--- src/hdl/pcer_pkg.sv ---
/*
 * Constants and carrier types for the correctable error reporting bank.
 * Assumes a 32-bit configuration data path and byte addresses of 12 bits.
 */
package pcer_pkg;

   // ****************************************************************
   // Register map (byte addresses in extended configuration space)
   // ****************************************************************
   localparam logic [11:0] PCER_FLAGS_ADDR = 12'h110;
   localparam logic [11:0] PCER_SUPPRESS_ADDR = 12'h114;
   localparam logic [11:0] PCER_CAPS_CTRL_ADDR = 12'h118;
   localparam logic [11:0] PCER_HDR_WORD0_ADDR = 12'h11c;
   localparam logic [11:0] PCER_HDR_WORD1_ADDR = 12'h120;
   localparam logic [11:0] PCER_HDR_WORD2_ADDR = 12'h124;
   localparam logic [11:0] PCER_HDR_WORD3_ADDR = 12'h128;

   // ****************************************************************
   // Field positions
   // ****************************************************************
   localparam int PCER_RETRY_TIMER_BIT = 12;
   localparam int PCER_REPLAY_WRAP_BIT = 8;
   localparam int PCER_LINK_PKT_BIT = 7;
   localparam int PCER_TRANS_PKT_BIT = 6;
   localparam int PCER_RX_DECODE_BIT = 0;
   localparam int PCER_CHECK_ON_BIT = 8;
   localparam int PCER_CHECK_SUP_BIT = 7;
   localparam int PCER_GEN_ON_BIT = 6;
   localparam int PCER_GEN_SUP_BIT = 5;
   localparam int PCER_FIRST_IDX_W = 5;

   // Implemented status and mask bits; all others read zero
   localparam logic [31:0] PCER_COR_IMPL_MASK = 32'h0000_11c1;

   // ****************************************************************
   // Reset values
   // ****************************************************************
   localparam logic [31:0] PCER_FLAGS_RST = 32'h0000_0000;
   localparam logic [31:0] PCER_SUPPRESS_RST = 32'h0000_0000;
   localparam logic [31:0] PCER_CAPS_CTRL_RST = 32'h0000_00a0;
   localparam logic [31:0] PCER_HDR_RST = 32'h0000_0000;
   localparam logic [4:0] PCER_FIRST_IDX_RST = 5'h00;
   localparam logic [31:0] PCER_UNMAPPED_DATA = 32'h0000_0000;

   // Uncorrectable data link protocol error position
   localparam logic [4:0] PCER_DLL_PROTO_IDX = 5'h04;

   localparam int PCER_HDR_WORDS = 4;
   localparam int PCER_HDR_BYTES = 16;

   // ****************************************************************
   // Carrier types
   // ****************************************************************
   typedef struct packed {
      logic retry_timer_expired;
      logic replay_count_wrapped;
      logic decode_fault;
      logic in_link_packet;
      logic in_transaction_packet;
   } pcer_cor_evt_t;

   typedef struct packed {
      logic valid;
      logic [4:0] status_index;
   } pcer_uncor_evt_t;

   // Header bytes, index 0 = earliest transmitted on the link
   typedef logic [PCER_HDR_BYTES-1:0][7:0] pcer_hdr_bytes_t;

endpackage

--- src/hdl/pcer_bank.sv ---
/*
 * Correctable error status, mask, extended CRC control, first error
 * pointer and header log, reached by configuration reads and writes.
 * Assumes error detectors and the configuration port run on CLK_SYS_I;
 * the two reset pins are asynchronous, active low, and are synchronised.
 */
`timescale 1ns/1ps
module pcer_bank
   import pcer_pkg::*;
(
   input wire logic CLK_SYS_I,
   input wire logic RST_I,
   input wire logic FUNDAMENTAL_LINK_RESET_N_I,
   input wire logic GLOBAL_RESET_INPUT_N_I,
   input wire logic CFG_REQ_I,
   input wire logic CFG_WR_I,
   input wire logic [11:0] CFG_ADDR_I,
   input wire logic [3:0] CFG_BE_I,
   input wire logic [31:0] CFG_WDATA_I,
   output logic CFG_ACK_O,
   output logic [31:0] CFG_RDATA_O,
   input wire pcer_cor_evt_t COR_EVT_I,
   input wire pcer_uncor_evt_t UNCOR_EVT_I,
   input wire logic UNCOR_STATUS_EMPTY_I,
   input wire logic HDR_VALID_I,
   input wire pcer_hdr_bytes_t HDR_BYTES_I,
   output logic COR_ERR_MSG_O,
   output logic END_CRC_CHECK_ON_O,
   output logic END_CRC_GENERATE_ON_O
);

   // ****************************************************************
   // Reset pins into the clock domain
   // ****************************************************************
   logic link_rst_n_s1_q;
   logic link_rst_n_s2_q;
   logic glob_rst_n_s1_q;
   logic glob_rst_n_s2_q;
   logic clr;

   always_ff @(posedge CLK_SYS_I) begin
      if (RST_I) begin
         link_rst_n_s1_q <= 1'b1;
         link_rst_n_s2_q <= 1'b1;
      end else begin
         link_rst_n_s1_q <= FUNDAMENTAL_LINK_RESET_N_I;
         link_rst_n_s2_q <= link_rst_n_s1_q;
      end
   end

   always_ff @(posedge CLK_SYS_I) begin
      if (RST_I) begin
         glob_rst_n_s1_q <= 1'b1;
         glob_rst_n_s2_q <= 1'b1;
      end else begin
         glob_rst_n_s1_q <= GLOBAL_RESET_INPUT_N_I;
         glob_rst_n_s2_q <= glob_rst_n_s1_q;
      end
   end

   // Any of the three resets clears the bank
   assign clr = RST_I | ~link_rst_n_s2_q | ~glob_rst_n_s2_q;

   // ****************************************************************
   // Access decode
   // ****************************************************************
   logic [31:0] be_bits;
   logic wr_flags;
   logic wr_suppress;
   logic wr_ctrl;

   always_comb begin
      for (int i = 0; i < 4; i++) begin
         be_bits[i*8 +: 8] = {8{CFG_BE_I[i]}};
      end
   end

   assign wr_flags = CFG_REQ_I & CFG_WR_I
                     & (CFG_ADDR_I[11:2] == PCER_FLAGS_ADDR[11:2]);
   assign wr_suppress = CFG_REQ_I & CFG_WR_I
                        & (CFG_ADDR_I[11:2] == PCER_SUPPRESS_ADDR[11:2]);
   assign wr_ctrl = CFG_REQ_I & CFG_WR_I
                    & (CFG_ADDR_I[11:2] == PCER_CAPS_CTRL_ADDR[11:2]);

   // ****************************************************************
   // Error events
   // ****************************************************************
   logic [31:0] raw_evt;
   logic [31:0] set_evt;
   logic [31:0] flags_q;
   logic [31:0] flags_d;
   logic [31:0] suppress_q;
   logic [31:0] w1c;

   always_comb begin
      raw_evt = '0;
      raw_evt[PCER_RETRY_TIMER_BIT] = COR_EVT_I.retry_timer_expired;
      raw_evt[PCER_REPLAY_WRAP_BIT] = COR_EVT_I.replay_count_wrapped;
      raw_evt[PCER_LINK_PKT_BIT] = COR_EVT_I.decode_fault
                                   & COR_EVT_I.in_link_packet;
      raw_evt[PCER_TRANS_PKT_BIT] = COR_EVT_I.decode_fault
                                    & COR_EVT_I.in_transaction_packet;
      raw_evt[PCER_RX_DECODE_BIT] = COR_EVT_I.decode_fault;
   end

   // Masked errors never reach the flags
   assign set_evt = raw_evt & ~suppress_q & PCER_COR_IMPL_MASK;

   // Write one clears, within enabled lanes only
   assign w1c = wr_flags ? (CFG_WDATA_I & be_bits) : '0;

   // New event wins over a clear in the same cycle
   assign flags_d = ((flags_q & ~w1c) | set_evt)
                    & PCER_COR_IMPL_MASK;

   always_ff @(posedge CLK_SYS_I) begin
      if (clr) begin
         flags_q <= PCER_FLAGS_RST;
      end else begin
         flags_q <= flags_d;
      end
   end

   // ****************************************************************
   // Suppress register
   // ****************************************************************
   always_ff @(posedge CLK_SYS_I) begin
      if (clr) begin
         suppress_q <= PCER_SUPPRESS_RST;
      end else if (wr_suppress) begin
         suppress_q <= ((suppress_q & ~be_bits)
                        | (CFG_WDATA_I & be_bits))
                       & PCER_COR_IMPL_MASK;
      end
   end

   // ****************************************************************
   // Extended CRC enables
   // ****************************************************************
   logic check_on_q;
   logic gen_on_q;

   always_ff @(posedge CLK_SYS_I) begin
      if (clr) begin
         check_on_q <= PCER_CAPS_CTRL_RST[PCER_CHECK_ON_BIT];
         gen_on_q <= PCER_CAPS_CTRL_RST[PCER_GEN_ON_BIT];
      end else if (wr_ctrl) begin
         if (CFG_BE_I[PCER_CHECK_ON_BIT/8]) begin
            check_on_q <= CFG_WDATA_I[PCER_CHECK_ON_BIT];
         end
         if (CFG_BE_I[PCER_GEN_ON_BIT/8]) begin
            gen_on_q <= CFG_WDATA_I[PCER_GEN_ON_BIT];
         end
      end
   end

   always_ff @(posedge CLK_SYS_I) begin
      if (clr) begin
         END_CRC_CHECK_ON_O <= 1'b0;
      end else begin
         END_CRC_CHECK_ON_O <= check_on_q;
      end
   end

   always_ff @(posedge CLK_SYS_I) begin
      if (clr) begin
         END_CRC_GENERATE_ON_O <= 1'b0;
      end else begin
         END_CRC_GENERATE_ON_O <= gen_on_q;
      end
   end

   // ****************************************************************
   // First error pointer
   // ****************************************************************
   logic [PCER_FIRST_IDX_W-1:0] first_idx_q;

   // Loads only on the first uncorrectable error, never from writes
   always_ff @(posedge CLK_SYS_I) begin
      if (clr) begin
         first_idx_q <= PCER_FIRST_IDX_RST;
      end else if (UNCOR_EVT_I.valid && UNCOR_STATUS_EMPTY_I) begin
         first_idx_q <= UNCOR_EVT_I.status_index;
      end
   end

   // ****************************************************************
   // Header log
   // ****************************************************************
   logic [31:0] hdr_q [PCER_HDR_WORDS];
   logic log_en;

   // Only unmasked errors load the log
   assign log_en = HDR_VALID_I & ((|set_evt) | UNCOR_EVT_I.valid);

   always_ff @(posedge CLK_SYS_I) begin
      if (clr) begin
         for (int w = 0; w < PCER_HDR_WORDS; w++) begin
            hdr_q[w] <= PCER_HDR_RST;
         end
      end else if (log_en) begin
         for (int w = 0; w < PCER_HDR_WORDS; w++) begin
            // Earliest byte into lane 0
            hdr_q[w] <= {HDR_BYTES_I[w*4+3], HDR_BYTES_I[w*4+2],
                         HDR_BYTES_I[w*4+1],
                         HDR_BYTES_I[w*4]};
         end
      end
   end

   // ****************************************************************
   // Error message
   // ****************************************************************
   always_ff @(posedge CLK_SYS_I) begin
      if (clr) begin
         COR_ERR_MSG_O <= 1'b0;
      end else begin
         COR_ERR_MSG_O <= |set_evt;
      end
   end

   // ****************************************************************
   // Read path
   // ****************************************************************
   logic [31:0] caps_ctrl;
   logic [31:0] rd_data;

   always_comb begin
      caps_ctrl = '0;
      caps_ctrl[PCER_CHECK_ON_BIT] = check_on_q;
      caps_ctrl[PCER_CHECK_SUP_BIT] = 1'b1;
      caps_ctrl[PCER_GEN_ON_BIT] = gen_on_q;
      caps_ctrl[PCER_GEN_SUP_BIT] = 1'b1;
      caps_ctrl[PCER_FIRST_IDX_W-1:0] = first_idx_q;
   end

   always_comb begin
      unique case (CFG_ADDR_I[11:2])
         PCER_FLAGS_ADDR[11:2]: rd_data = flags_q;
         PCER_SUPPRESS_ADDR[11:2]: rd_data = suppress_q;
         PCER_CAPS_CTRL_ADDR[11:2]: rd_data = caps_ctrl;
         PCER_HDR_WORD0_ADDR[11:2]: rd_data = hdr_q[0];
         PCER_HDR_WORD1_ADDR[11:2]: rd_data = hdr_q[1];
         PCER_HDR_WORD2_ADDR[11:2]: rd_data = hdr_q[2];
         PCER_HDR_WORD3_ADDR[11:2]: rd_data = hdr_q[3];
         default: rd_data = PCER_UNMAPPED_DATA;
      endcase
   end

   always_ff @(posedge CLK_SYS_I) begin
      if (clr) begin
         CFG_ACK_O <= 1'b0;
      end else begin
         CFG_ACK_O <= CFG_REQ_I;
      end
   end

   // Read data holds until the next read
   always_ff @(posedge CLK_SYS_I) begin
      if (clr) begin
         CFG_RDATA_O <= PCER_UNMAPPED_DATA;
      end else if (CFG_REQ_I && !CFG_WR_I) begin
         CFG_RDATA_O <= rd_data;
      end
   end

endmodule

--- config.mk ---
export PLATFORM = sky130hd
export DESIGN_NAME = pcer_bank
export DESIGN_NICKNAME = d
export VERILOG_FILES = /design/src/hdl/pcer_pkg.sv /design/src/hdl/pcer_bank.sv
export SDC_FILE = /design/constraint.sdc
export NUM_CORES = 1
export LEC_CHECK = 0
export BUFFER_PORTS_ARGS = -buffer_cell sky130_fd_sc_hd__buf_4
export CORE_MARGIN = 3
export CORE_UTILIZATION = 52
export DETAILED_ROUTE_END_ITERATION = 6
export GPL_ROUTABILITY_DRIVEN = 0
export PLACE_DENSITY_LB_ADDON = 0.25
export SYNTH_ARGS = -nofsm -noshare
export SYNTH_HDL_FRONTEND = slang
export SYNTH_SLANG_ARGS = --single-unit
export TNS_END_PERCENT = 10
--- constraint.sdc ---
create_clock -name CLK_SYS_I -period 4.6 [get_ports CLK_SYS_I]
set_input_delay 0.46 -clock CLK_SYS_I [delete_from_list [all_inputs] [get_ports CLK_SYS_I]]
set_output_delay 0.46 -clock CLK_SYS_I [all_outputs]
set_load 0.02 [all_outputs]
; ---- Word-level counts from Yosys, hierarchy flattened
; Memory sizes are Yosys's and may differ from the RTL's.
; Index checks and enable logic that the tools add are counted.
[totals]
register_bits = 57
input_bits = 195
rom_bits = 0
word_cells = 64
ram_bits = 128
latchBits = 0
mem_count = 1
out_inout_bits = 36
[memory_table]
columns = name, depth, word_bits, rd, rd_clocked_by_memory_dff, write_ports, line
row1 = hdr_q, 4, 32, 4, 0, 4, pcer_bank.sv:190  ; logic [31:0] hdr_q [PCER_HDR_WORDS];
[classes]
order_cmp = 0
addsub = 0
reduce_logical = 6
n_shift = 0
mul = 0
bitwise_logic = 25
div_mod_pow = 0
n_mux = 11
n_eq_ne = 7
[ops]
columns = cell, n
row1 = case mux 32 bit (7 select lines), 1
row2 = two-way mux 32 bit, 4
row3 = == test 10 x 7 -> 1 bit (second input constant), 7
row4 = bitwise AND 13 bit, 4
row5 = NOT 13 bit, 3
row6 = bitwise OR 13 bit, 2
row7 = two-way mux 13 bit, 1
row8 = bitwise AND 1 bit, 7
row9 = bitwise OR 1 bit, 7
row10 = two-way mux 1 bit, 5
row11 = OR reduction 5 bit, 1
row12 = AND reduction 2 bit, 2
row13 = logical AND 1 bit, 2
row14 = NOT 1 bit, 2
row15 = logical NOT 1 bit, 1

; ---- Logic depth before layout (Yosys ltp)
; Gate-level depths: netlist of run 1.
[depth]
ltp_word = 9
ltp_mapped = 8
mapped_depth_nobuf = 5

; ---- Worst setup path before layout of run 1
; OpenSTA, ideal clock, no wires.
[synth_path]
kind = in2reg
from = in COR_EVT_I[4] in the netlist's numbering
to = mem hdr_q[0][0] (enable)
path_buffers = 0
cell_stages = 3
required_time_ns = 3.485
setup_ns = 1.115
slack_ns = 0.398
arrival_time_ns = 3.087
path_cell_list = nor2b_1 > o41ai_2 > nand2_1
[synth_lines]
columns = element, line
row1 = "start, declared", pcer_bank.sv:22  ; input wire pcer_cor_evt_t COR_EVT_I,
row2 = "end, declared", pcer_bank.sv:190

==> results of run 1 <==
## metrics by stage
stage | setup slack (ns) | cell area, µm² | power, mW | instances
2_1_floorplan | 0.398 | 7960 | 2.12 | 666
3_3_place_gp | 1.89 | 9520 | 2.27 | 1012
3_5_place_dp | 1.81 | 9520 | 2.28 | 1012
4_1_cts | 2.04 | 10200 | 3.79 | 1044
5_1_grt | 1.89 | 10200 | 3.89 | 1044
6_report | 2.06 | 10200 | 3.77 | 1044
## cell type report
class | count | area [µm²] | area share, %
sequential | 185 | 4980 | 49.1
inverter | 1 | 3.75 | 0.0370
clock buffer | 23 | 520 | 5.13
tap | 184 | 230 | 2.27
clock inverter | 9 | 109 | 1.07
multi-input combinational | 438 | 2750 | 27.1
timing repair buffer | 204 | 1560 | 15.3
## worst min-delay path by stage
stage                               startpoint                         end  slack, ns
global placement    link_rst_n_s1_q$_SDFF_PP1_  link_rst_n_s2_q$_SDFF_PP1_       0.39
detailed placement  link_rst_n_s1_q$_SDFF_PP1_  link_rst_n_s2_q$_SDFF_PP1_       0.40
finish              FUNDAMENTAL_LINK_RESET_N_I  link_rst_n_s1_q$_SDFF_PP1_       0.21
CTS                 FUNDAMENTAL_LINK_RESET_N_I  link_rst_n_s1_q$_SDFF_PP1_       0.20
global route        FUNDAMENTAL_LINK_RESET_N_I  link_rst_n_s1_q$_SDFF_PP1_       0.21
floorplan           glob_rst_n_s1_q$_SDFF_PP1_  glob_rst_n_s2_q$_SDFF_PP1_       0.39
## power by group through the flow
stage               Combinational (mW)  Clock (mW)  Sequential (mW)
floorplan                        0.155           0             1.96
global placement                 0.307           0             1.96
global route                     0.344        1.61             1.94
finish                           0.317        1.52             1.93
CTS                              0.320        1.54             1.93
detailed placement               0.318           0             1.97
## sequential cells by signal, summed over array words and instances (netlist names), named ones only
name                   cells
glob_rst_n_s2_q            1
link_rst_n_s1_q            1
COR_ERR_MSG_O              1
hdr_q                    128
END_CRC_CHECK_ON_O         1
check_on_q                 1
link_rst_n_s2_q            1
glob_rst_n_s1_q            1
flags_q                    5
END_CRC_GENERATE_ON_O      1
CFG_ACK_O                  1
first_idx_q                5
gen_on_q                   1
CFG_RDATA_O               32
## logic make-up after synthesis
logic type	count (synthesis)
AND/OR/NAND/NOR	269
flip-flops	185
AO/OA/AOI/OAI	132
buffers and inverters	43
multiplexers	37
## cell usage in the layout (no fill, tap or decap), types with 3 or more instances in the layout
cell        instances
a22oi_1            34
nor4b_4             3
or2_2               4
clkbuf_16          19
a2bb2oi_1           3
o21ai_0            27
o21ai_1            26
and2_1            132
nor2b_1             5
nand2_1            71
o22ai_1             7
clkinvlp_4          4
clkbuf_8            3
a21oi_1            16
nand2b_1            5
mux2i_1            35
dfxtp_1            57
nand3_1            13
nor2_1             16
buf_4             202
edfxtp_1          128
## critical path, stage by stage, from the launching register on
cell and delay [ns]:
dfxtp_1 0.35, nand2b_1 0.14, a31oi_1 0.16, o41ai_2 0.48
nand2_4 0.61, buf_12 0.45
## per-layer routing
layer	vias up	routed length [µm]	share of wire (%)	GRT usage, %
met1	2765	7680	40	28.7
met4	0	444	2.3	8.80
li1	2736	-	-	-
met3	39	1640	8.5	5.69
met2	269	9450	49	37.9
met5	-	0	0	0
==> flow_summary.toml, run 1 <==
[worst_setup_path]
arrival_ns = 2.70
critPathKind = "flop to flop"
cp-endpoint = "hdr_q[2][26]$_SDFFCE_PN0P_"
end_kind = "flop"
timing.rr.end = "hdr_q[2][26]$_SDFFCE_PN0P_"
start_kind = "flop"
reg2reg_depth = 5
reg2reg_slack_ns = 2.06
critPathRequiredTime_ns = 4.76
cp_max_fo = 71

[die]
ios = 231
core.rowCount = 44
die_width_um = 130
die-area_um2 = 16800
start_util_pct = 54.0
core_um2 = 14800
die_y_um = 130

[sta]
relSlewSlack_pct = 21.8
setup_tns_ns = 0
timing.fmax_mhz = 393
finalHoldViolations = 0
finClkSkew_ns = 0.00563
rsz0062_at_grt = "false"
hold_slack_ns = 0.210
slew_violations = 0
fin_crit_ns = 2.54
worstMarginPinSlew_ns = 1.17
period_share_pct = 55.3
setup_viol = 0

[route]
antenna_left = 0
vias_per_cell = 5.56
wire_per_inst_um = 18.4
drtPass1Iterations = 5
num_vias = 5809
drcViolationCount = 0
initialDrtViolationCount = 559
drt_wl_total_mm = 19.2

[yosys]
synth_cell_types = 50
synth-simple-area-share_pct = 19.1
synth_top_family_by_area = "simple AND/OR/NAND/NOR gates"
synth_compound_area_share_pct = 10.5
yosys_warnings = 0
synth.yosys.seq_area_share_pct = 62.6
synth_ff_type = "edfxtp_1"
synth_mux_area_share_pct = 4.68
yosysTopAreaCellShare_pct = 48.3
synth_fp_nets = 861
syn_inst = 666
synthAdderAreaFrac_pct = 0
synth_edf_count = 128
async_reset_ff_share_pct = 0
yosysMostFrequentCell = "and2_1"
synth_largest_area_cell = "edfxtp_1"
synth_xor_area_share_pct = 0
netlist_area_um2 = 7960
synth-seq-cells = 185
synth_common_cells = "132 x and2_1, 128 x edfxtp_1, 72 x nand2_1"
synthTopCellsByArea = "edfxtp_1 48%, dfxtp_1 14%, and2_1 10%, mux2i_1 4.4%, nand2_1 3.4%"
syn_avg_cell_area_um2 = 12.0

[power]
p_clk_share_pct = 40.4
p_int_mw = 2.96
seqPwrFrac_pct = 51.2
comb_power_share_pct = 8.4
ir_worst_vdd_mv = 0.279
p_per_area_nw_per_um2 = 371
switchingPower_mw = 0.802
p_leak_nw = 4.09
p_sw_share_pct = 21.3

[finish]
final_util_pct = 68.8
drive_gt1_share_pct = 30.0
fill_cells = 1127
nets = 1042
antenna_cells = 0
area_growth_pct = 27.5

[cts]
cts.sinks = 185
clk_latency_ns = 0.43
clockRootBuffer = "clkbuf_16"
ctsHoldBuffers = 0
cts_inserted_buffers = 17
post-cts-setup-buffers = 0
h-tree-depth = 4
clk_path_buf_depth = 2
cts_tree = "done"
post_cts_resized = 0
cts.clk_slew.worst_paths_ns = 0.06

[outcome]
status = "finished, final reports clean"

[global_route]
antenna_found_initial = 0
grt_max_degree = 96
grt_remaining_overflow = 0
grt_pass1_wl_mm = 29.2
grt_usage_pct = 22.7
grt_pass1_vias = 5857

[place]
port_buffers = 199
hpwl_mm = 12.7

[flow_run]
drv_cap = 0

[hold_path]
min_path_type = "primary input to flop"
holdPathStages = 2
(Power assumes the default switching activity.)
==> run 2: changes to the inputs <==
clock period = 2.5 ns   (was 4.6 ns; I/O delays follow)
==> flow_summary.toml, run 2 (synthesis gave the netlist of run 1 again) <==
[outcome]
status = "finished, final reports clean"

[place]
place_ws_ns = 0.333
port_buffers = 199
hpwl_mm = 13.2
placedInstanceArea_um2 = 9570

[finish]
drive_gt1_share_pct = 30.2
design_area_um2 = 10200
nets = 1054
reg_top3 = "hdr_q: 128 flops, CFG_RDATA_O: 32 flops"
antenna_cells = 0
final_common_cell = "buf_4"
top_register = "hdr_q"
area_growth_pct = 27.7
largest_reg_flops = 128
final_cell_mix = "214 x buf_4, 132 x and2_1, 128 x edfxtp_1, 71 x nand2_1, 57 x dfxtp_1"

[cts]
cts.clk_slew.worst_paths_ns = 0.06
ctsHoldBuffers = 2
h-tree-depth = 4
cts_inserted_buffers = 17
post-cts-setup-buffers = 0
cts_tree = "done"
clk_latency_ns = 0.43
post_cts_resized = 0
cts.sinks = 185
clockRootBuffer = "clkbuf_16"
clk_path_buf_depth = 2

[power]
p_int_mw = 5.33
comb_power_share_pct = 8.8
seqPwrFrac_pct = 52.5
p_per_area_nw_per_um2 = 665
p_sw_share_pct = 21.2
ir_worst_vdd_mv = 0.474
p_clk_share_pct = 38.7
switchingPower_mw = 1.44
p_leak_nw = 4.12

[worst_setup_path]
timing.rr.end = "hdr_q[3][27]$_SDFFCE_PN0P_"
start_kind = "flop"
slowest_delay_ns = 0.55
critPathRequiredTime_ns = 2.68
cp_cell_sequence = "nand2b_1 -> a31oi_1 -> o41ai_2 -> nor2_4 -> buf_4 -> and2_1"
cp_max_fo = 98
critPathKind = "flop to flop"
end_kind = "flop"
arrival_ns = 2.41
cp_slowest_cell = "o41ai_2"
reg2reg_depth = 6
reg2reg_slack_ns = 0.27

[global_route]
grt_max_degree = 99
grt_pass1_vias = 5952
grt_pass1_wl_mm = 29.7
grt_usage_pct = 23.2
antenna_found_initial = 0
grt_remaining_overflow = 0

[die]
core.rowCount = 44
die_y_um = 130
start_util_pct = 54.0
die_width_um = 130
die-area_um2 = 16800
core_um2 = 14800
ios = 231

[sta]
finalHoldViolations = 0
final.setup.worst_slack_ns = 0.271
fin_crit_ns = 2.23
finClkSkew_ns = 0.00947
worstMarginPinSlew_ns = 0.775
relSlewSlack_pct = 48.1
setup_viol = 0
setup_tns_ns = 0
rsz0062_at_grt = "false"
slew_violations = 0
period_share_pct = 89.1
timing.fmax_mhz = 449

[route]
initialDrtViolationCount = 501
wire_per_inst_um = 18.5
antenna_left = 0
num_vias = 5809
vias_per_cell = 5.50
drcViolationCount = 0
drtPass1Iterations = 5
drt_wl_total_mm = 19.6

[flow_run]
drv_cap = 0

[hold_path]
min_path_type = "primary input to flop"
min_to = "glob_rst_n_s2_q$_SDFF_PP1_"
holdPathStages = 2
worstHoldStart = "RST_I"
-- run 2: power groups by stage --
stage               clock network [mW]  logic [mW]  registers (mW)
global placement                     0       0.573            3.61
finish                            2.62       0.593            3.55
detailed placement                   0       0.590            3.62
CTS                               2.65       0.597            3.55
floorplan                            0       0.287            3.60
global route                      2.78       0.645            3.57
-- run 2: cell type report --
class                   instances  area, µm²
clock buffers                  23        478
clock inverters                 9       97.6
fillers                      1091       4580
inverters                       1       3.75
multi-input cells             438       2750
flip-flops and latches        185       4980
well taps                     184        230
repair buffers                216       1630
-- run 2: worst max-delay path by stage --
stage                                            end  slack, ns  cells after the start
final                     hdr_q[3][27]$_SDFFCE_PN0P_       0.27                      6
after global placement    hdr_q[0][17]$_SDFFCE_PN0P_       0.37                      6
after floorplan            hdr_q[0][0]$_SDFFCE_PN0P_       0.37                      4
after CTS                  hdr_q[3][4]$_SDFFCE_PN0P_       0.32                      6
after global routing      hdr_q[0][17]$_SDFFCE_PN0P_       0.16                      6
after detailed placement  hdr_q[0][17]$_SDFFCE_PN0P_       0.33                      6
-- run 2: worst max-delay path, delay by kind of cell (launching register included) --
family	cells	cell delay [ns]
compound gates	2	0.71
simple gates	3	0.49
flops	1	0.35
buf+inv	1	0.31
-- run 2: metrics by stage --
stage / util, % / hold slack (ns) / power [mW] / std cells
after floorplan: - / 0.354 / 3.89 / 666
after CTS: 68.9 / 0.0329 / 6.80 / 1056
after global placement: 64.9 / 0.394 / 4.18 / 1022
final: 68.9 / 0.0474 / 6.77 / 1056
after global routing: 68.9 / 0.0439 / 6.99 / 1056
after detailed placement: 64.9 / 0.404 / 4.21 / 1022
-- run 2: per-layer routing --
metal / wire [µm] / vias to the layer above / GRT usage, %
li1: - / 2763 / -
met1: 7970 / 2758 / 29.9
met2: 9550 / 260 / 37.9
met3: 1700 / 28 / 6.34
met4: 347 / 0 / 8.25
met5: 0 / - / 0
==> run 3: changes to the inputs <==
REMOVE_ABC_BUFFERS = 1   (was default)
==> flow_summary.toml, run 3 (synthesis gave the netlist of run 1 again) <==
[global_route]
grt_pass1_vias = 5821
use_met2_pct = 39.0
grt_max_degree = 117
grt_usage_pct = 23.0
grt_remaining_overflow = 0
grt_pass1_wl_mm = 29.1
grt_use_met1_pct = 28.4
antenna_found_initial = 0
grt.busiest_layer = "met2"
use_met3_pct = 5.57

[finish]
area_growth_pct = 28.9
stdcell_count = 1056
fill_cells = 1081
largest_reg_flops = 128
final_cell_mix = "210 x buf_4, 132 x and2_1, 128 x edfxtp_1, 71 x nand2_1, 57 x dfxtp_1"
antenna_cells = 0
top_register = "hdr_q"
drive_gt1_share_pct = 30.8
nets = 1054
final_common_cell = "buf_4"
reg_top3 = "hdr_q: 128 flops, CFG_RDATA_O: 32 flops"

[cts]
cts.clk_slew.worst_paths_ns = 0.07
clk_latency_ns = 0.43
clockRootBuffer = "clkbuf_16"
cts.sinks = 185
ctsHoldBuffers = 2
h-tree-depth = 4
cts_inserted_buffers = 17
clk_path_buf_depth = 2
cts_tree = "done"
post_cts_resized = 0
post-cts-setup-buffers = 0

[hold_path]
holdPathStages = 2
min_path_type = "primary input to flop"
min_to = "CFG_ACK_O$_SDFF_PP0_"
worstHoldStart = "CFG_REQ_I"

[power]
p_per_area_nw_per_um2 = 675
p_leak_nw = 4.15
ir_worst_vdd_mv = 0.554

[sta]
slew_violations = 0
worstMarginPinSlew_ns = 0.798
setup_viol = 0
fin_crit_ns = 2.18
timing.fmax_mhz = 459
period_share_pct = 87.1
finalHoldViolations = 0
setup_tns_ns = 0
relSlewSlack_pct = 46.6
rsz0062_at_grt = "false"
hold_slack_ns = 0.0533
finClkSkew_ns = 0.00979

[worst_setup_path]
end_kind = "flop"
slowest_delay_ns = 0.55
reg2reg_slack_ns = 0.32
start_kind = "flop"
timing.rr.end = "hdr_q[1][7]$_SDFFCE_PN0P_"
cp_slowest_cell = "o41ai_2"
cp_cell_sequence = "nand2b_1 -> a31oi_1 -> o41ai_2 -> nor2_4 -> buf_12 -> and2_1"
critPathKind = "flop to flop"
arrival_ns = 2.36
cp_max_fo = 116
reg2reg_depth = 6
critPathRequiredTime_ns = 2.68

[die]
core_um2 = 14800
die_y_um = 130
die_width_um = 130
ios = 231
die-area_um2 = 16800
start_util_pct = 54.0
core.rowCount = 44

[route]
vias_per_cell = 5.46
wire_per_inst_um = 18.5
antenna_left = 0
drcViolationCount = 0
num_vias = 5765
drtPass1Iterations = 5
initialDrtViolationCount = 420
drt_wl_total_mm = 19.5

[place]
place.detailed.instances = 1022
hpwl_mm = 13.0
port_buffers = 199

[outcome]
status = "finished, final reports clean"

[flow_run]
drv_cap = 0
## run 3: metal layers
layer / vias up / routed length (µm) / part of all wire, %
li1: 2755 / - / -
met1: 2721 / 7770 / 40
met3: 36 / 1450 / 7.4
met2: 253 / 9910 / 51
met4: 0 / 401 / 2.1
met5: - / 0 / 0
## run 3: area by class of cell
class	count	area [µm²]	share of cell area (%)
flip-flops and latches	185	4980	48.6
multi-input cells	438	2750	26.8
repair buffers	216	1680	16.3
clock buffers	19	453	4.41
well taps	184	230	2.24
clock inverters	13	169	1.65
inverters	1	3.75	0.0366
## run 3: where the power goes
group          total, mW  switching, mW  leakage, nW  internal [mW]
sequential          3.55         0.0600         1.88           3.49
combinational      0.603          0.296         1.98          0.306
clock               2.78           1.14        0.292           1.63
## run 3: worst max-delay path, delay by kind of cell, from the launching register on
kind                   cells  cell delay (ns)
AOI/OAI and AO/OA          2             0.69
and+or+nand+nor            3             0.53
DFF                        1             0.38
buffers and inverters      1             0.25
## run 3: worst max path at each step
stage	start	end	slack (ns)	cells after the start
final	flop	hdr_q[1][7]$_SDFFCE_PN0P_	0.32	6
after global routing	flop	hdr_q[0][29]$_SDFFCE_PN0P_	0.27	6
after CTS	flop	hdr_q[0][29]$_SDFFCE_PN0P_	0.39	6
after detailed placement	flop	hdr_q[0][9]$_SDFFCE_PN0P_	0.43	6
after global placement	flop	hdr_q[0][9]$_SDFFCE_PN0P_	0.42	6
after floorplan	flop	hdr_q[0][0]$_SDFFCE_PN0P_	-1.53	4
## run 3: metrics by stage
stage / area, µm² / power [mW] / setup slack, ns / util (%)
global placement: 9620 / 4.18 / 0.421 / 65.2
CTS: 10300 / 6.98 / 0.387 / 69.6
global route: 10300 / 7.16 / 0.271 / 69.6
detailed placement: 9620 / 4.21 / 0.428 / 65.2
floorplan: 7720 / 3.85 / -1.53 / -
finish: 10300 / 6.93 / 0.323 / 69.6
